--- config.mk ---
export PLATFORM = sky130hd
export DESIGN_NAME = tcc_timer
export DESIGN_NICKNAME = d
export VERILOG_FILES = /design/src/logic/tcc_pkg.sv /design/src/logic/tcc_timer.sv
export SDC_FILE = /design/constraint.sdc
export NUM_CORES = 1
export LEC_CHECK = 0
export ABC_CLOCK_PERIOD_IN_PS = 3400
export BUFFER_PORTS_ARGS = -buffer_cell sky130_fd_sc_hd__buf_4
export CORE_MARGIN = 1
export CORE_UTILIZATION = 56
export DETAILED_ROUTE_END_ITERATION = 6
export PLACE_DENSITY = 0.83
export REMOVE_ABC_BUFFERS = 1
export SLEW_MARGIN = 15
export SYNTH_ARGS = -nofsm -noshare
export SYNTH_HDL_FRONTEND = slang
export SYNTH_SLANG_ARGS = --single-unit
--- constraint.sdc ---
create_clock -name clk_sys -period 3.4 [get_ports clk_sys]
set_input_delay 0 -clock clk_sys [delete_from_list [all_inputs] [get_ports clk_sys]]
set_output_delay 0 -clock clk_sys [all_outputs]
set_load 0.005 [all_outputs]
--- src/logic/tcc_pkg.sv ---
// constants, types and field layout of the two-channel capture/compare timer
`default_nettype none

package tcc_pkg;

    // register byte addresses
    localparam logic [15:0] TCC_ADDR_STATUS  = 16'h0040;
    localparam logic [15:0] TCC_ADDR_CNT_HI  = 16'h0041;
    localparam logic [15:0] TCC_ADDR_CNT_LO  = 16'h0042;
    localparam logic [15:0] TCC_ADDR_MOD_HI  = 16'h0043;
    localparam logic [15:0] TCC_ADDR_MOD_LO  = 16'h0044;
    localparam logic [15:0] TCC_ADDR_C0_CTRL = 16'h0045;
    localparam logic [15:0] TCC_ADDR_C0_HI   = 16'h0046;
    localparam logic [15:0] TCC_ADDR_C0_LO   = 16'h0047;
    localparam logic [15:0] TCC_ADDR_C1_CTRL = 16'h0048;
    localparam logic [15:0] TCC_ADDR_C1_HI   = 16'h0049;
    localparam logic [15:0] TCC_ADDR_C1_LO   = 16'h004A;
    // address step between the two channel blocks
    localparam logic [15:0] TCC_CHAN_STRIDE  = 16'h0003;

    // timer status/control field positions
    localparam int TCC_BIT_OVF_FLAG  = 7;
    localparam int TCC_BIT_OVF_IE    = 6;
    localparam int TCC_BIT_HALT      = 5;
    localparam int TCC_BIT_CLEAR     = 4;
    // channel status/control: event flag position
    localparam int TCC_BIT_EVT_FLAG  = 7;

    // clock divider select code that picks the external pin
    localparam logic [2:0]  TCC_SEL_EXT_PIN  = 3'h7;
    // reset values
    localparam logic        TCC_HALT_RESET   = 1'b1;
    localparam logic [2:0]  TCC_DIV_RESET    = 3'h0;
    localparam logic [15:0] TCC_MOD_RESET    = 16'hFFFF;
    // bus cycles from pin edge to captured value
    localparam int          TCC_CAPTURE_LAT  = 2;
    localparam logic [7:0]  TCC_UNMAPPED     = 8'h00;

    // channel control bits below the event flag, bit 6 down to bit 0
    typedef struct packed {
        logic irq_enable;
        logic pair_link_select;
        logic mode_select;
        logic edge_select_upper;
        logic edge_select_lower;
        logic overflow_toggle;
        logic full_duty;
    } tcc_chan_ctrl_s;

    // one capture in flight: hit marker and counter snapshot
    typedef struct packed {
        logic        hit;
        logic [15:0] count;
    } tcc_cap_s;

endpackage : tcc_pkg

`default_nettype wire

--- src/logic/tcc_timer.sv ---
// two-channel capture/compare timer with byte-wide register port
`default_nettype none

module tcc_timer (
    input  wire logic        clk_sys,             // bus clock, 10 MHz
    input  wire logic        sys_rst,             // async reset, active high
    input  wire logic [15:0] bus_addr,            // register byte address
    input  wire logic [7:0]  bus_wdata,           // write data
    input  wire logic        bus_wr,              // write strobe
    input  wire logic        bus_rd,              // read strobe
    output logic      [7:0]  bus_rdata,           // read data, cycle after strobe
    input  wire logic        ext_timer_clock_pin, // external counter clock
    input  wire logic        chan0_pin_in,        // channel 0 pin level
    output logic             chan0_pin_out,       // channel 0 pin drive value
    output logic             chan0_pin_oe_n,      // low while channel 0 drives
    input  wire logic        chan1_pin_in,        // channel 1 pin level
    output logic             chan1_pin_out,       // channel 1 pin drive value
    output logic             chan1_pin_oe_n,      // low while channel 1 drives
    output logic             irq_req              // interrupt request, level
);
    import tcc_pkg::*;

    // a channel is in compare mode when either mode bit is set
    function automatic logic is_compare(input tcc_chan_ctrl_s c);
        return c.mode_select | c.pair_link_select;
    endfunction

    // edge qualifier for capture: 01 rising, 10 falling, 11 either
    function automatic logic edge_hit(input tcc_chan_ctrl_s c, input logic prev,
                                      input logic cur);
        return (c.edge_select_lower & ~prev & cur) | (c.edge_select_upper & prev & ~cur);
    endfunction

    // pin value after a compare: 01 toggle, 10 clear, 11 set
    function automatic logic match_action(input tcc_chan_ctrl_s c, input logic pin);
        logic r;
        r = pin;
        if (c.edge_select_upper && c.edge_select_lower) begin
            r = 1'b1;
        end else if (c.edge_select_upper) begin
            r = 1'b0;
        end else if (c.edge_select_lower) begin
            r = ~pin;
        end
        return r;
    endfunction

    // ---------------- register state ----------------
    logic           ovf_flag;        // overflow flag
    logic           ovf_armed;       // flag seen set by a status read
    logic           ovf_ie;          // overflow interrupt enable
    logic           halt;            // counter halt
    logic [2:0]     div_sel;         // clock divider select
    logic [15:0]    modulo;          // terminal count
    logic [15:0]    count;           // timebase counter
    logic [6:0]     presc;           // prescaler chain
    logic           ext_prev;        // external clock, last sample
    logic           tick_d;          // counter advanced last cycle
    logic [7:0]     cnt_lo_latch;    // low byte held by high-byte read
    logic           cnt_locked;      // low byte read returns latch
    logic           last_written;    // pair register written last
    logic           active_sel;      // pair register in control

    tcc_chan_ctrl_s ctrl   [2];      // channel control fields
    logic           evt    [2];      // channel event flags
    logic           armed  [2];      // event flag seen set by a read
    logic [15:0]    value  [2];      // channel value registers
    logic [7:0]     hi_wr  [2];      // high byte awaiting low-byte write
    logic [7:0]     lo_lat [2];      // low byte held by high-byte read
    logic           locked [2];      // channel low read returns latch
    logic           pin_q  [2];      // compare output state
    logic           pin_prev [2];    // last pin sample for edge detection
    tcc_cap_s       cap_pipe [2][TCC_CAPTURE_LAT-1]; // captures in flight

    // ---------------- address decode ----------------
    wire wr_status  = bus_wr && (bus_addr == TCC_ADDR_STATUS);
    wire rd_status  = bus_rd && (bus_addr == TCC_ADDR_STATUS);
    wire rd_cnt_hi  = bus_rd && (bus_addr == TCC_ADDR_CNT_HI);
    wire rd_cnt_lo  = bus_rd && (bus_addr == TCC_ADDR_CNT_LO);
    wire wr_mod_hi  = bus_wr && (bus_addr == TCC_ADDR_MOD_HI);
    wire wr_mod_lo  = bus_wr && (bus_addr == TCC_ADDR_MOD_LO);

    // ---------------- prescaler and counter clock ----------------
    // divider outputs are one-cycle enables, never derived clocks
    wire [7:0] div_taps  = {presc & ~(presc - 7'h01), 1'b1};
    wire       ext_rise  = ext_timer_clock_pin & ~ext_prev;
    // select 0..6 divides by 1..64; the last code takes the pin
    wire       rate_en   = (div_sel == TCC_SEL_EXT_PIN) ? ext_rise : div_taps[div_sel];
    wire       clear_req = wr_status && bus_wdata[TCC_BIT_CLEAR];
    wire       tick      = rate_en && !halt && !clear_req;
    // with the default all-ones limit the counter runs its full range
    wire       at_limit  = (count == modulo);
    wire       overflow  = tick && at_limit;
    wire [15:0] next_count = at_limit ? 16'h0000 : count + 16'h0001;

    // prescaler, counter and their clear; reads never touch them
    always_ff @(posedge clk_sys or posedge sys_rst) begin
        if (sys_rst) begin
            presc    <= 7'h00;
            count    <= 16'h0000;
            ext_prev <= 1'b0;
            tick_d   <= 1'b0;
        end else begin
            ext_prev <= ext_timer_clock_pin;
            tick_d   <= tick;
            if (clear_req) begin               // write-only clear bit
                presc <= 7'h00;
                count <= 16'h0000;
            end else begin
                presc <= presc + 7'h01;
                if (tick) begin
                    count <= next_count;
                end
            end
        end
    end

    // ---------------- timer status/control ----------------
    // overflow flag: setting wins over a clear in the same cycle
    always_ff @(posedge clk_sys or posedge sys_rst) begin
        if (sys_rst) begin
            ovf_flag  <= 1'b0;
            ovf_armed <= 1'b0;
            ovf_ie    <= 1'b0;
            halt      <= TCC_HALT_RESET;
            div_sel   <= TCC_DIV_RESET;
        end else begin
            if (overflow) begin
                ovf_flag <= 1'b1;
            end else if (wr_status && ovf_armed && !bus_wdata[TCC_BIT_OVF_FLAG]) begin
                ovf_flag <= 1'b0;
            end
            // arming needs a read that saw the flag set
            if (rd_status && ovf_flag) begin
                ovf_armed <= 1'b1;
            end else if (wr_status || !ovf_flag) begin
                ovf_armed <= 1'b0;
            end
            if (wr_status) begin
                ovf_ie  <= bus_wdata[TCC_BIT_OVF_IE];
                halt    <= bus_wdata[TCC_BIT_HALT];
                div_sel <= bus_wdata[2:0];
            end
        end
    end

    // ---------------- coherent counter read ----------------
    // a high-byte read freezes the low byte until the low byte is read
    always_ff @(posedge clk_sys or posedge sys_rst) begin
        if (sys_rst) begin
            cnt_lo_latch <= 8'h00;
            cnt_locked   <= 1'b0;
        end else if (rd_cnt_hi) begin
            cnt_lo_latch <= count[7:0];
            cnt_locked   <= 1'b1;
        end else if (rd_cnt_lo) begin
            cnt_locked   <= 1'b0;
        end
    end

    // modulo limit: no reset-time snapshot needed, constant reset
    always_ff @(posedge clk_sys or posedge sys_rst) begin
        if (sys_rst) begin
            modulo <= TCC_MOD_RESET;
        end else if (wr_mod_hi) begin
            modulo[15:8] <= bus_wdata;
        end else if (wr_mod_lo) begin
            modulo[7:0] <= bus_wdata;
        end
    end

    // ---------------- pair link ----------------
    wire linked = ctrl[0].pair_link_select;
    wire [1:0] val_commit;   // low-byte write completed a channel value

    // the register written last takes over at the next overflow
    always_ff @(posedge clk_sys or posedge sys_rst) begin
        if (sys_rst) begin
            last_written <= 1'b0;
            active_sel   <= 1'b0;
        end else begin
            if (val_commit[1]) begin
                last_written <= 1'b1;
            end else if (val_commit[0]) begin
                last_written <= 1'b0;
            end
            if (!linked) begin
                active_sel <= 1'b0;
            end else if (overflow) begin
                active_sel <= last_written;
            end
        end
    end

    // ---------------- channels ----------------
    wire [1:0] chan_irq;
    wire [7:0] chan_rd_ctrl [2];
    wire [7:0] chan_rd_hi   [2];
    wire [7:0] chan_rd_lo   [2];
    wire [1:0] chan_drive;

    for (genvar i = 0; i < 2; i++) begin : g_chan
        localparam logic [15:0] BASE = TCC_ADDR_C0_CTRL + TCC_CHAN_STRIDE * 16'(i);
        wire wr_ctrl = bus_wr && (bus_addr == BASE);
        wire rd_ctrl = bus_rd && (bus_addr == BASE);
        wire wr_hi   = bus_wr && (bus_addr == BASE + 16'h0001);
        wire rd_hi   = bus_rd && (bus_addr == BASE + 16'h0001);
        wire wr_lo   = bus_wr && (bus_addr == BASE + 16'h0002);
        wire rd_lo   = bus_rd && (bus_addr == BASE + 16'h0002);
        wire pin_in  = (i == 0) ? chan0_pin_in : chan1_pin_in;
        // channel 1 goes idle while paired; channel 0 then runs the pair
        wire idle    = (i == 1) && linked;
        wire cmp     = is_compare(ctrl[i]) && !idle;
        wire cap     = !is_compare(ctrl[i]) && !idle;
        wire hit     = cap && edge_hit(ctrl[i], pin_prev[i], pin_in);
        wire landed  = cap_pipe[i][TCC_CAPTURE_LAT-2].hit;
        // compare value: the active pair register when linked
        wire [15:0] cmp_val = (i == 0 && linked) ? value[active_sel] : value[i];
        // match is taken once, on the cycle after the counter moved
        wire match   = cmp && tick_d && (count == cmp_val);
        wire evt_set = landed || match;
        logic next_pin;

        assign val_commit[i] = wr_lo;

        // overflow toggle first, then the compare action on top
        always_comb begin
            next_pin = pin_q[i];
            if (overflow && ctrl[i].overflow_toggle) begin
                next_pin = ~next_pin;
            end
            if (match) begin
                next_pin = match_action(ctrl[i], next_pin);
            end
        end

        // control bits, event flag, pin state and capture pipeline
        always_ff @(posedge clk_sys or posedge sys_rst) begin
            if (sys_rst) begin
                ctrl[i]     <= '0;
                evt[i]      <= 1'b0;
                armed[i]    <= 1'b0;
                pin_q[i]    <= 1'b0;
                pin_prev[i] <= 1'b0;
                hi_wr[i]    <= 8'h00;
                lo_lat[i]   <= 8'h00;
                locked[i]   <= 1'b0;
                cap_pipe[i] <= '{default: '0};
            end else begin
                pin_prev[i] <= pin_in;
                // snapshot of the count travels with the edge
                cap_pipe[i][0] <= '{hit: hit, count: count};
                for (int s = 1; s < TCC_CAPTURE_LAT - 1; s++) begin
                    cap_pipe[i][s] <= cap_pipe[i][s-1];
                end
                if (wr_ctrl) begin
                    // channel 1 has no pair link bit
                    ctrl[i] <= (i == 1) ? (bus_wdata[6:0] & 7'h5F) : bus_wdata[6:0];
                end
                if (evt_set) begin
                    evt[i] <= 1'b1;
                end else if (wr_ctrl && armed[i] && !bus_wdata[TCC_BIT_EVT_FLAG]) begin
                    evt[i] <= 1'b0;
                end
                if (rd_ctrl && evt[i]) begin
                    armed[i] <= 1'b1;
                end else if (wr_ctrl || !evt[i]) begin
                    armed[i] <= 1'b0;
                end
                pin_q[i] <= cmp ? next_pin : 1'b0;
                if (wr_hi) begin
                    hi_wr[i] <= bus_wdata;
                end
                if (rd_hi) begin
                    lo_lat[i] <= value[i][7:0];
                    locked[i] <= 1'b1;
                end else if (rd_lo) begin
                    locked[i] <= 1'b0;
                end
            end
        end

        // value registers carry no reset so captured times survive it
        always_ff @(posedge clk_sys) begin
            if (landed) begin
                // every qualifying edge lands, overwriting older data
                value[i] <= cap_pipe[i][TCC_CAPTURE_LAT-2].count;
            end else if (wr_lo) begin
                value[i] <= {hi_wr[i], bus_wdata};
            end
        end

        assign chan_irq[i]     = evt[i] && ctrl[i].irq_enable && !idle;
        assign chan_rd_ctrl[i] = {evt[i], ctrl[i]};
        assign chan_rd_hi[i]   = value[i][15:8];
        assign chan_rd_lo[i]   = locked[i] ? lo_lat[i] : value[i][7:0];
        // full duty forces the output high for a 100 percent pulse
        assign chan_drive[i]   = (pin_q[i] | ctrl[i].full_duty) && cmp;
    end : g_chan

    // ---------------- pins and interrupt ----------------
    // a compare channel drives its pin; capture and idle release it
    assign chan0_pin_out  = chan_drive[0];
    assign chan0_pin_oe_n = !is_compare(ctrl[0]);
    assign chan1_pin_out  = chan_drive[1];
    assign chan1_pin_oe_n = !(is_compare(ctrl[1]) && !linked);
    assign irq_req        = (ovf_flag && ovf_ie) || (|chan_irq);

    // ---------------- read mux ----------------
    logic [7:0] next_rdata;

    // the read path only samples state, so counting runs on undisturbed
    always_comb begin
        unique case (bus_addr)
            TCC_ADDR_STATUS:  next_rdata = {ovf_flag, ovf_ie, halt, 2'b00, div_sel};
            TCC_ADDR_CNT_HI:  next_rdata = count[15:8];
            TCC_ADDR_CNT_LO:  next_rdata = cnt_locked ? cnt_lo_latch : count[7:0];
            TCC_ADDR_MOD_HI:  next_rdata = modulo[15:8];
            TCC_ADDR_MOD_LO:  next_rdata = modulo[7:0];
            TCC_ADDR_C0_CTRL: next_rdata = chan_rd_ctrl[0];
            TCC_ADDR_C0_HI:   next_rdata = chan_rd_hi[0];
            TCC_ADDR_C0_LO:   next_rdata = chan_rd_lo[0];
            TCC_ADDR_C1_CTRL: next_rdata = chan_rd_ctrl[1];
            TCC_ADDR_C1_HI:   next_rdata = chan_rd_hi[1];
            TCC_ADDR_C1_LO:   next_rdata = chan_rd_lo[1];
            default:          next_rdata = TCC_UNMAPPED;
        endcase
    end

    // read data stand only in the cycle after the strobe
    always_ff @(posedge clk_sys or posedge sys_rst) begin
        if (sys_rst) begin
            bus_rdata <= 8'h00;
        end else begin
            bus_rdata <= bus_rd ? next_rdata : 8'h00;
        end
    end

endmodule // tcc_timer

`default_nettype wire

Yosys cells after proc, flatten, opt, wreduce, memory -nomap -nowiden
Memory sizes are Yosys's and may differ from the RTL's.
Cells that the tools add are included.
{ "totals": {"register_bits": 140, "mem_bits_rw": 32, "in_bits": 31, "output_inout_bits": 13, "word_cells": 232, "memories": 1} }
{ "mem_list": {"columns": ["memory", "words", "width", "rd", "rd_ports_with_merged_regs", "write_ports", "line", "source"], "rows": [
  ["value", 2, 16, 3, 0, 2, "tcc_timer.sv:67", "logic [15:0] value [2];"]
]} }
{ "op_classes": {"n_addsub": 3, "order_cmp": 1, "n_eq_ne": 16, "mux": 59, "n_bitwise": 28, "n_reduce_logical": 78} }
{ "op_table": {"columns": ["cell", "count"], "rows": [
  ["16-bit by 7-bit equality test with 1-bit output, second input constant", 11],
  ["16-bit 2-to-1 mux", 6],
  ["8-bit one-hot mux with 11 select lines", 1],
  ["1-bit logical AND", 49],
  ["16-bit equality test", 3],
  ["1-bit 2-to-1 mux", 46],
  ["8-bit 2-to-1 mux", 4],
  ["2-bit nonzero test", 11],
  ["16-bit by 1-bit adder with 16-bit output, second input constant", 1],
  ["1-bit zero test", 10],
  ["1-bit NOT", 10],
  ["1-bit AND", 9],
  ["7-bit by 1-bit adder with 7-bit output, second input constant", 1],
  ["7-bit AND", 1],
  ["7-bit 2-to-1 mux", 1],
  ["7-bit NOT", 1],
  ["1-bit bitwise OR", 7],
  ["7-bit by 1-bit subtractor with 7-bit output, second input constant", 1],
  ["1-bit logical OR", 6],
  ["3-bit by 4-bit less-than comparator with 1-bit output, second input constant", 1],
  ["1-bit binary-select mux with 3-bit select", 1],
  ["3-bit equality test, second input constant", 1],
  ["2-bit by 1-bit != test with 1-bit output, second input constant", 1],
  ["2-bit AND reduction", 1],
  ["2-bit OR reduction", 1]
]} }

Longest topological paths before layout
Gate-level depths: netlist of the first run.
{ "depth": {"word_depth": 17, "ltp_mapped": 10, "depth_no_buf": 9} }

Least setup slack after synthesis of the first run
No wires, ideal clock.
{ "synth_timing": {"kind": "register -> register", "from": "reg presc[1]", "to": "reg pin_q[1] (netlist name)", "setup_ns": 0.082, "arrival_time_ns": 2.147, "required_time_ns": 3.318, "slack_ns": 1.171, "stages_incl_launch_ff": 8, "n_path_buf": 0, "synth_period_minus_slack_ns": 2.229, "path_cell_list": "dfrtp_1 > or3_1 > or4_4 > o22ai_4 > nor4b_4 > xor2_1 > or3_1 > a31oi_1"} }
{ "synth_via": {"elab_chain_len": 17} }
{ "synth_lines": {"columns": ["item", "line", "source"], "rows": [
  ["start: declaration", "tcc_timer.sv:56", "logic [6:0] presc;"],
  ["start signal: assignment", "tcc_timer.sv:110", "presc <= presc + 7'h01;"],
  ["7-bit by 1-bit subtractor with 7-bit output", "tcc_timer.sv:85", "wire [7:0] div_taps = {presc & ~(presc - 7'h01), 1'b1};"],
  ["7-bit NOT", "tcc_timer.sv:85", null],
  ["7-bit AND (*)", "tcc_timer.sv:85", null],
  ["1-bit binary-select mux with 3-bit select (*)", "tcc_timer.sv:88", "wire rate_en = (div_sel == TCC_SEL_EXT_PIN) ? ext_rise : div_taps[div_sel];"],
  ["1-bit 2-to-1 mux (implied by the code) (*)", "tcc_timer.sv:88", null],
  ["1-bit 2-to-1 mux (*)", "tcc_timer.sv:88", null],
  ["1-bit logical AND (*) (2 in series)", "tcc_timer.sv:90", "wire tick = rate_en && !halt && !clear_req;"],
  ["1-bit logical AND (*)", "tcc_timer.sv:93", "wire overflow = tick && at_limit;"],
  ["1-bit logical AND (*)", "tcc_timer.sv:229", "if (overflow && ctrl[i].overflow_toggle) begin"],
  ["1-bit 2-to-1 mux (*)", "tcc_timer.sv:229", null],
  ["1-bit NOT", "tcc_timer.sv:43", "r = ~pin;"],
  ["1-bit 2-to-1 mux", "tcc_timer.sv:42", "end else if (c.edge_select_lower) begin"],
  ["1-bit 2-to-1 mux", "tcc_timer.sv:40", "end else if (c.edge_select_upper) begin"],
  ["1-bit 2-to-1 mux", "tcc_timer.sv:38", "if (c.edge_select_upper && c.edge_select_lower) begin"],
  ["1-bit 2-to-1 mux (*)", "tcc_timer.sv:232", "if (match) begin"],
  ["1-bit 2-to-1 mux (*)", "tcc_timer.sv:270", "pin_q[i] <= cmp ? next_pin : 1'b0;"],
  ["end signal: indexed assignment", "tcc_timer.sv:270", null],
  ["end: declaration", "tcc_timer.sv:71", "logic pin_q [2];"]
]} }
Every way passes the cells marked *; elsewhere a longest branch is shown, timed or not. The select of a mux whose other input is x is not followed.
A chain may end at the register's enable or synchronous reset.

Worst setup path after layout of the first run
{ "layout_timing": {"from": "reg count[0]", "to": "reg count[15]"} }
{ "layout_via": {"elab_chain_len": 4, "word_cells_on_any_way": 5, "classes_between": "add/sub: 1; eq/ne: 1; mux: 3"} }
{ "layout_lines": {"columns": ["item", "line", "source"], "rows": [
  ["start: declaration", "tcc_timer.sv:55", "logic [15:0] count;"],
  ["start signal: assignment", "tcc_timer.sv:112", "count <= next_count;"],
  ["16-bit by 1-bit adder with 16-bit output / 16-bit equality test (equally long branches)", "tcc_timer.sv:94, tcc_timer.sv:92", null],
  ["16-bit 2-to-1 mux (*)", "tcc_timer.sv:94", "wire [15:0] next_count = at_limit ? 16'h0000 : count + 16'h0001;"],
  ["16-bit 2-to-1 mux (*)", "tcc_timer.sv:111", "if (tick) begin"],
  ["16-bit 2-to-1 mux (*)", "tcc_timer.sv:106", "if (clear_req) begin"]
]} }
Marked as above.

==> reports/qor.yml, run 1 <==
worst_setup_path_start_kind: "register"
synth_top_family_by_area: "multiplexers"
grt_pass1_wl_mm: 42.21
synth_compound_area_share_pct: 11.18
worstMarginPinSlew_ns: 0.9914
die_w_um: 126.7
initial_core_util_pct: 57.26
cts-buffers-inserted: 17
path_max_fanout: 8
fin_util_pct: 66.69
cap_viol_max_count: 0
max_freq_ghz: 0.3692
pwr-share-seq_pct: 44.6
crit_required_ns: 3.70
drt_iter0_markers: 841
viasPerCell: 6.667
hold_class: "primary input to register"
die_h_um: 126.7
clockBufferDepth: 2
core_area_um2: 15200
skew_ns: 0.008844
path_clk_slew_ns: 0.07
ys_warn_count: 0
dp_hpwl_mm: 20.14
routed_wl_mm: 27.87
first_pass_iters: 5
fin_cells: 1024
p_leak_uw: 0.004464
arrival_ns: 3.01
synth_adder_area_share_pct: 0.5750
sw_frac_of_total_pct: 28.16
ys.flop_type: "dfrtp_1"
endpoint_kind: "register"
clk_latency_ns: 0.44
synth_area_um2: 8705
place_congestion: 1.018
synth-simple-area-share_pct: 12.86
synth_xor_area_share_pct: 3.924
cts_root_buffer: "clkbuf_16"
status: "finished clean"
crit_type: "register to register"
row_count: 45
clock_sinks: 171
pin_count: 44
synthMuxAreaShare_pct: 17.49
drcViolationCount: 0
antenna_cells: 0
ys_seq_elements: 171
fin_crit_sh_pct: 79.65
grt_pass1_vias: 6867
netlist_instances: 754
cts_tree: "done"
clock_power_share_pct: 41.0
setup_viol: 0
antenna_found_initial: 0
die_area_um2: 16050
synth_cell_types: 72
grt_usage_pct: 36.65
slew_headroom_pct: 33.91
io_buffers: 43
rsz0062_at_grt: "no"
fill_cells: 1119
synth_area_leaders: "dfrtp_1, mux2_2, edfxtp_1, dfstp_2, mux2i_1"
p_per_area_nw_per_um2: 508.1
pwr-share-comb_pct: 14.4
antenna_left: 0
wl_per_cell_um: 27.21
finalCriticalPeriod_ns: 2.708
grt_max_degree: 103
via_count: 6827
finalMaxSlewViolations: 0
overflow: 0
cts-htree-levels: 4
synth_top_area_cell: "dfrtp_1"
async_flop_share_pct: 81.29
intPower_uw: 3700
area_growth_pct: 16.47
drive_gt1_share_pct: 27.75
synth-edff-count: 32
synth_top_area_share_pct: 35.07
final_hold_viol_count: 0
yosysSeqAreaShare_pct: 51.24
p_sw_uw: 1451
fin_nets: 858
post-place-cells: 975
post_cts_buffers: 0
vdd_drop_max_v: 0.0005716
avgSynthCellArea_um2: 11.54
-- placed cells by master (no fill, tap or decap), types with 12 or more instances in the layout --
cell and instances:
xor2_1 31, dfrtp_1 122, dlygate4sd3_1 17, buf_4 69, a21oi_1 12, o22ai_1 17, nor4_1 12, o21ai_0 43
inv_1 20, nand2_1 59, nand3_1 17, mux2_2 92, nor2_1 39, clkbuf_16 17, dfstp_2 17, edfxtp_1 32
nor2b_1 14, mux2i_1 34
-- sequential cells by signal, indices dropped and copies added (netlist names), 2 cells and up --
register,cells
hi_wr,16
chan_rd_ctrl,14
bus_rdata,8
pin_prev,2
lo_lat,16
cnt_lo_latch,8
div_sel,3
cap_pipe,16
g_chan.landed,2
value,32
locked,2
pin_q,2
armed,2
modulo,16
presc,6
count,16
-- cell usage after synthesis, drive strengths merged (4+ instances only) --
cell    instances
a221oi          8
and3            5
dfstp          17
ha              4
nand4           7
nor2           41
dfrtp         122
nor2b          14
edfxtp         32
xor2           31
a32oi           4
a21oi          12
o31ai           5
o21ai          44
buf            11
mux2i          34
o41ai           4
nand3          19
clkbuf         26
nor4           15
nor3            6
xnor2           8
a22oi          10
nand2b         10
o22ai          18
inv            22
mux2          103
a31oi          10
and2            8
nand2          59
-- final timing paths --
| path | start | endpoint | slack, ns | cells past startpoint |
|---|---|---|---|---|
| worst min-delay path | bus_wr | ovf_flag | 0.02 | 3 |
| min in group asynchronous | sys_rst | hi_wr[3] | 0.34 | 3 |
| worst max register to register | count[0] | count[15] | 0.69 | 7 |
| worst min register to register | cnt_lo_latch[2] | cnt_lo_latch[2] | 0.49 | 2 |
| worst max-delay path | count[0] | count[15] | 0.69 | 7 |
| max in group asynchronous | sys_rst | modulo[1] | 2.11 | 4 |
-- repair_timing --
| action | CTS | global route |
|---|---|---|
| endpoints found under the hold margin | 160 | 0 |
| gates resized for setup | 0 | 0 |
| hold buffers | 17 | 0 |
-- power groups by stage --
stage	logic, µW	clock network [µW]	registers (µW)
3_5_place_dp	706	0	2330
6_report	743	2110	2300
2_1_floorplan	337	0	2350
4_1_cts	721	2120	2290
5_1_grt	785	2200	2300
3_3_place_gp	691	0	2320
-- per-layer routing --
| layer | track usage, % | wire [µm] | share of wire (%) | vias to the layer above |
|---|---|---|---|---|
| met1 | 48.53 | 11090 | 40 | 3436 |
| met5 | 0 | 0 | 0 | - |
| met3 | 6.326 | 2360 | 8.5 | 84 |
| li1 | - | - | - | 2915 |
| met2 | 58.53 | 13080 | 47 | 392 |
| met4 | 18.84 | 1334 | 4.8 | 0 |
-- metrics by stage --
| stage | hold slack, ns | setup TNS, ns | instance area, µm² | total power, µW | worst slack (ns) |
|---|---|---|---|---|---|
| after detailed placement | 0.1224 | 0 | 9329 | 3034 | 0.8674 |
| final | 0.01866 | 0 | 10140 | 5151 | 0.6918 |
| after floorplan | 0.03143 | -36.16 | 8551 | 2684 | -0.2964 |
| after global routing | 0.02412 | 0 | 10140 | 5279 | 0.5429 |
| after CTS | 0.01084 | 0 | 10140 | 5126 | 0.8386 |
| after global placement | 0.1204 | 0 | 9329 | 3012 | 0.8061 |
-- layout make-up --
class	count	area, µm²	share of cell area (%)
well taps	188	235.2	2.320
clock inverters	14	200.2	1.975
repair buffers	87	708.2	6.985
clock buffers	18	439.2	4.332
multi-input cells	524	4008	39.53
flip-flops and latches	171	4461	44.00
inverters	22	87.58	0.8639
-- critical path: stages, from the launching register on --
cell and delay [ns]:
dfrtp_1 0.78, nand3_1 0.30, nor4_1 0.56, and3_1 0.30
and3_1 0.21, a31oi_1 0.10, o21ai_0 0.22, o41ai_1 0.10
-- cell families after synthesis --
group,Yosys count
buffers and inverters,59
AO/OA/AOI/OAI,142
XOR/XNOR,39
AND/OR/NAND/NOR,201
adder cells (fa/ha/maj),4
multiplexers,138
flip-flops,171
Power figures use the tool's default switching activity.
==> inputs of run 2 (changes only) <==
--- a/config.mk
+++ b/config.mk
@@ -5,7 +5,7 @@
 export SDC_FILE = /design/constraint.sdc
 export NUM_CORES = 1
 export LEC_CHECK = 0
-export ABC_CLOCK_PERIOD_IN_PS = 3400
+export ABC_CLOCK_PERIOD_IN_PS = 2460
 export BUFFER_PORTS_ARGS = -buffer_cell sky130_fd_sc_hd__buf_4
 export CORE_MARGIN = 1
 export CORE_UTILIZATION = 56
==> constraint.sdc (replaced) <==
create_clock -name clk_sys -period 2.46 [get_ports clk_sys]
set_input_delay 0 -clock clk_sys [delete_from_list [all_inputs] [get_ports clk_sys]]
set_output_delay 0 -clock clk_sys [all_outputs]
set_load 0.005 [all_outputs]
==> reports/qor.yml, run 2 (synthesis gave the netlist of run 1 again) <==
antenna_left: 0
layout_common_cells: "dfrtp_1, mux2_2, buf_4, nand2_1, o21ai_0"
fin_crit_sh_pct: 97.52
setup_ws_ns: 0.06092
endpoint_kind: "register"
dp_slack_ns: 0.03995
grt_usage_pct: 35.11
post-place-cells: 1001
die_w_um: 126.7
clockBufferDepth: 2
clk_latency_ns: 0.44
top_usage_layer: "met2"
row_count: 45
die_area_um2: 16050
io_buffers: 43
cts_tree: "done"
die_h_um: 126.7
drt_iter0_markers: 926
cts_root_buffer: "clkbuf_16"
wl_per_cell_um: 25.45
antenna_cells: 0
routed_wl_mm: 26.72
initial_core_util_pct: 57.26
arrival_ns: 2.67
crit_type: "register to register"
viasPerCell: 6.675
slew_headroom_pct: 63.95
clock_sinks: 171
largest-register: "value"
endpoint: "count[14]"
status: "complete, but fails checks"
hold_class: "primary input to register"
via_count: 7009
post_cts_buffers: 0
skew_ns: 0.009783
worst_setup_path_start_kind: "register"
r2r_end: "count[14]"
r2r.worst_path.cells: 6
area_growth_pct: 19.53
use_met2_pct: 55.57
core_area_um2: 15200
overflow: 0
p_leak_uw: 0.004618
crit_required_ns: 2.73
use_met3_pct: 7.339
met1_usage_pct: 46.21
grt_max_degree: 54
max_freq_ghz: 0.4168
hold_start: "bus_addr[2]"
worstMarginPinSlew_ns: 0.5366
startpoint: "presc[0]"
first_pass_iters: 7
finalMaxSlewViolations: 0
pin_count: 44
drive_gt1_share_pct: 30.28
p_per_area_nw_per_um2: 682.4
fin_nets: 884
vdd_drop_max_v: 0.0005590
fin_cells: 1050
violations: "design-rule violations"
cts-buffers-inserted: 17
regToRegStartpoint: "presc[0]"
antenna_found_initial: 1
cap_viol_max_count: 0
dp_hpwl_mm: 19.31
stdcell_area_um2: 10410
place_congestion: 1.084
r2r_slack_ns: 0.06
hold_ws_ns: 0.04792
total_power_uw: 7100
rsz0062_at_grt: "yes"
dpl_cell_area_um2: 9574
grt_pass1_vias: 7036
cts-htree-levels: 4
largest_reg_flops: 32
drcViolationCount: 1
final_common_cell: "dfrtp_1"
finalCriticalPeriod_ns: 2.399
final_hold_viol_count: 0
grt_pass1_wl_mm: 41.48
path_max_fanout: 25
setup_viol: 0
path_clk_slew_ns: 0.07
run 2: changes by cell type in the layout (fill, tap and decap cells not counted), moves of 2 or more:
cell / previous run / this run
buf_4: 69 / 91
buf_12: 1 / 5
inv_6: 4 / 8
inv_8: 4 / 0
clkinv_4: 0 / 2
clkinvlp_4: 3 / 1
nor4_1: 12 / 10
nor4_2: 2 / 4
run 2: worst min path at each step:
stage	end	slack, ns	cells past startpoint
floorplan	ext_prev	0.03	0
global placement	hi_wr[3]	0.08	2
detailed placement	hi_wr[0]	0.08	2
CTS	bus_rdata[4]	0.02	4
global route	bus_rdata[4]	0.07	4
finish	bus_rdata[4]	0.05	4
run 2: area by class of cell:
cell class	instances	area [µm²]
fillers	1103	4797
flip-flops and latches	171	4461
multi-input cells	524	4033
repair buffers	113	953.4
clock buffers	17	425.4
well taps	188	235.2
clock inverters	15	210.2
inverters	22	87.58
run 2: what timing repair did:
item	4_1_cts	5_1_grt
hold buffers	17	0
hold endpoints to repair	114	0
endpoints found under the setup margin	0	3
gates resized for setup	0	4
run 2: metrics by stage:
| step | util (%) | setup TNS (ns) |
|---|---|---|
| after floorplan | - | -154.78 |
| after global placement | 62.98 | 0 |
| after detailed placement | 62.98 | 0 |
| after CTS | 68.28 | 0 |
| after global routing | 68.44 | -0.006410 |
| final | 68.44 | 0 |
run 2: critical path, stage by stage (launching register included):
cell	delay, ns
dfrtp_1	0.43
or3_4	0.35
or4_4	0.44
o22ai_4	0.21
nand4_2	0.14
buf_12	0.19
o31ai_1	0.47
run 2: where the power goes:
part / switching, µW / total [µW] / internal (µW) / leakage, µW
Sequential: 155 / 3190 / 3040 / 0.00214
Combinational: 565 / 981 / 416 / 0.00217
Clock: 1200 / 2930 / 1720 / 0.000308
Total: 1920 / 7100 / 5180 / 0.00462
run 2: per-layer routing:
| layer | wire length, µm | part of all wire (%) |
|---|---|---|
| met3 | 2846 | 11 |
| met5 | 0 | 0 |
| met1 | 10310 | 39 |
| met2 | 12130 | 45 |
| met4 | 1431 | 5.4 |
==> inputs of run 3 (changes only) <==
--- a/config.mk
+++ b/config.mk
@@ -10,6 +10,7 @@
 export CORE_MARGIN = 1
 export CORE_UTILIZATION = 56
 export DETAILED_ROUTE_END_ITERATION = 6
+export GPL_TIMING_DRIVEN = 0
 export PLACE_DENSITY = 0.83
 export REMOVE_ABC_BUFFERS = 1
 export SLEW_MARGIN = 15
==> reports/qor.yml, run 3 (synthesis gave the netlist of run 1 again) <==
status: "complete, but fails checks"
violations: "negative setup slack"
p_leak_uw: 0.004481
max_stage_delay_ns: 0.52
grt_usage_pct: 35.47
r2r_slack_ns: -0.03
place_congestion: 0.9204
crit_path_frequent_cell: "a31oi_1"
clock_sinks: 171
clock_power_share_pct: 40.9
grt_pass1_wl_mm: 40.99
worst_setup_path_start_kind: "register"
worstMarginPinSlew_ns: 0.8990
cts_root_buffer: "clkbuf_16"
post-place-cells: 949
intPower_uw: 5058
layout_common_cells: "dfrtp_1, mux2_2, nand2_1, buf_4, o21ai_0"
drive_gt1_share_pct: 30.45
sw_frac_of_total_pct: 27.62
endpoint_kind: "register"
die_h_um: 126.7
finalCriticalPeriod_ns: 2.486
cts_tree: "done"
vdd_drop_max_v: 0.0006402
wl_per_cell_um: 26.63
path_clk_slew_ns: 0.07
p_per_area_nw_per_um2: 678.3
max_freq_ghz: 0.4022
overflow: 0
core_area_um2: 15200
antenna_found_initial: 0
die_w_um: 126.7
viasPerCell: 6.605
dp_hpwl_mm: 18.33
final_hold_viol_count: 0
arrival_ns: 2.83
fin_nets: 853
cap_viol_max_count: 0
via_count: 6730
area_growth_pct: 18.36
skew_ns: 0.006905
first_pass_iters: 7
slew_headroom_pct: 40.07
cts-htree-levels: 4
crit_path_cell_trace: "and2_1 > nand2_1 > a31oi_1 > o2111a_1 > nand4_1 > or3_1 > a31oi_1"
grt_max_degree: 90
dp_slack_ns: -0.9527
setup_viol: 1
rsz0062_at_grt: "yes"
path_max_fanout: 11
initial_core_util_pct: 57.26
pwr-share-seq_pct: 47.9
drt_iter0_markers: 626
drcViolationCount: 0
antenna_left: 0
grt_pass1_vias: 6873
pwr-share-comb_pct: 11.2
finalMaxSlewViolations: 0
setup_ws_ns: -0.02632
setup_tns_ns: -0.02632
clk_latency_ns: 0.43
die_area_um2: 16050
largest_reg_flops: 32
largest-register: "value"
final_common_cell: "dfrtp_1"
hold_class: "primary input to register"
p_sw_uw: 1930
clockBufferDepth: 2
cts-buffers-inserted: 17
io_buffers: 43
row_count: 45
cpMaxStageDelayCell: "dfrtp_2"
fin_crit_sh_pct: 101.1
antenna_cells: 0
routed_wl_mm: 27.14
pin_count: 44
crit_required_ns: 2.80
crit_type: "register to register"
fin_cells: 1019
-- run 3: cell types whose count changed in the layout (fill, tap and decap cells not counted), sizes merged --
cell | before | now
nand4 | 7 | 8
clkbuf | 17 | 19
clkinv | 3 | 2
dlygate4sd3 | 17 | 20
bufinv | 4 | 3
buf | 96 | 61
-- run 3: power groups by stage --
stage	combinational, µW	clock, µW	sequential [µW]
5_1_grt	855	2980	3360
4_1_cts	736	2870	3330
3_3_place_gp	655	0	3360
6_report	785	2860	3350
3_5_place_dp	682	0	3380
2_1_floorplan	466	0	3240
-- run 3: layout make-up --
cell class	count	area [µm²]
Timing Repair Buffer	81	719.4
Sequential cell	171	4484
Clock buffer	19	442.9
Fill cell	1127	4900
Clock inverter	13	177.7
Inverter	22	90.09
Tap cell	188	235.2
Multi-Input combinational cell	525	4153
-- run 3: final timing paths --
kind                                 from    endpoint  depth (start not counted)
max                        g_chan[1].idle    pin_q[1]                          7
min                                bus_rd  cnt_locked                          4
max reg2reg                g_chan[1].idle    pin_q[1]                          7
min reg2reg                     lo_lat[9]   lo_lat[9]                          2
max in group asynchronous         sys_rst   modulo[9]                          4
min in group asynchronous         sys_rst    hi_wr[3]                          3
-- run 3: through the flow --
step           hold WS (ns)  cell area [µm²]  util [%]  power [µW]
5_1_grt             0.03190            10300     67.77        7196
6_report            0.01809            10300     67.77        6989
3_3_place_gp         0.1214             9109     59.92        4016
2_1_floorplan       0.03143             8551         -        3710
3_5_place_dp        0.02454             9148     60.17        4060
4_1_cts            0.005821            10130     66.66        6936
-- run 3: worst max-delay path, delay by kind of cell, from the launching register on --
kind | cells | cell delay [ns]
DFF | 1 | 0.52
AOI/OAI and AO/OA | 3 | 0.75
and+or+nand+nor | 4 | 1.11
-- run 3: what timing repair did --
action,in CTS,in global routing
buffers inserted,7,10
hold buffers,20,0
pin swaps,3,6
gates cloned,1,0
endpoints found under the setup margin,53,60
gates resized for setup,22,21
hold endpoints to repair,121,0
-- run 3: per-layer routing --
layer,track usage (%),wire length [µm]
met1,45.34,11050
met2,57.07,12710
met3,7.676,2003
met4,18.70,1371
met5,0,0
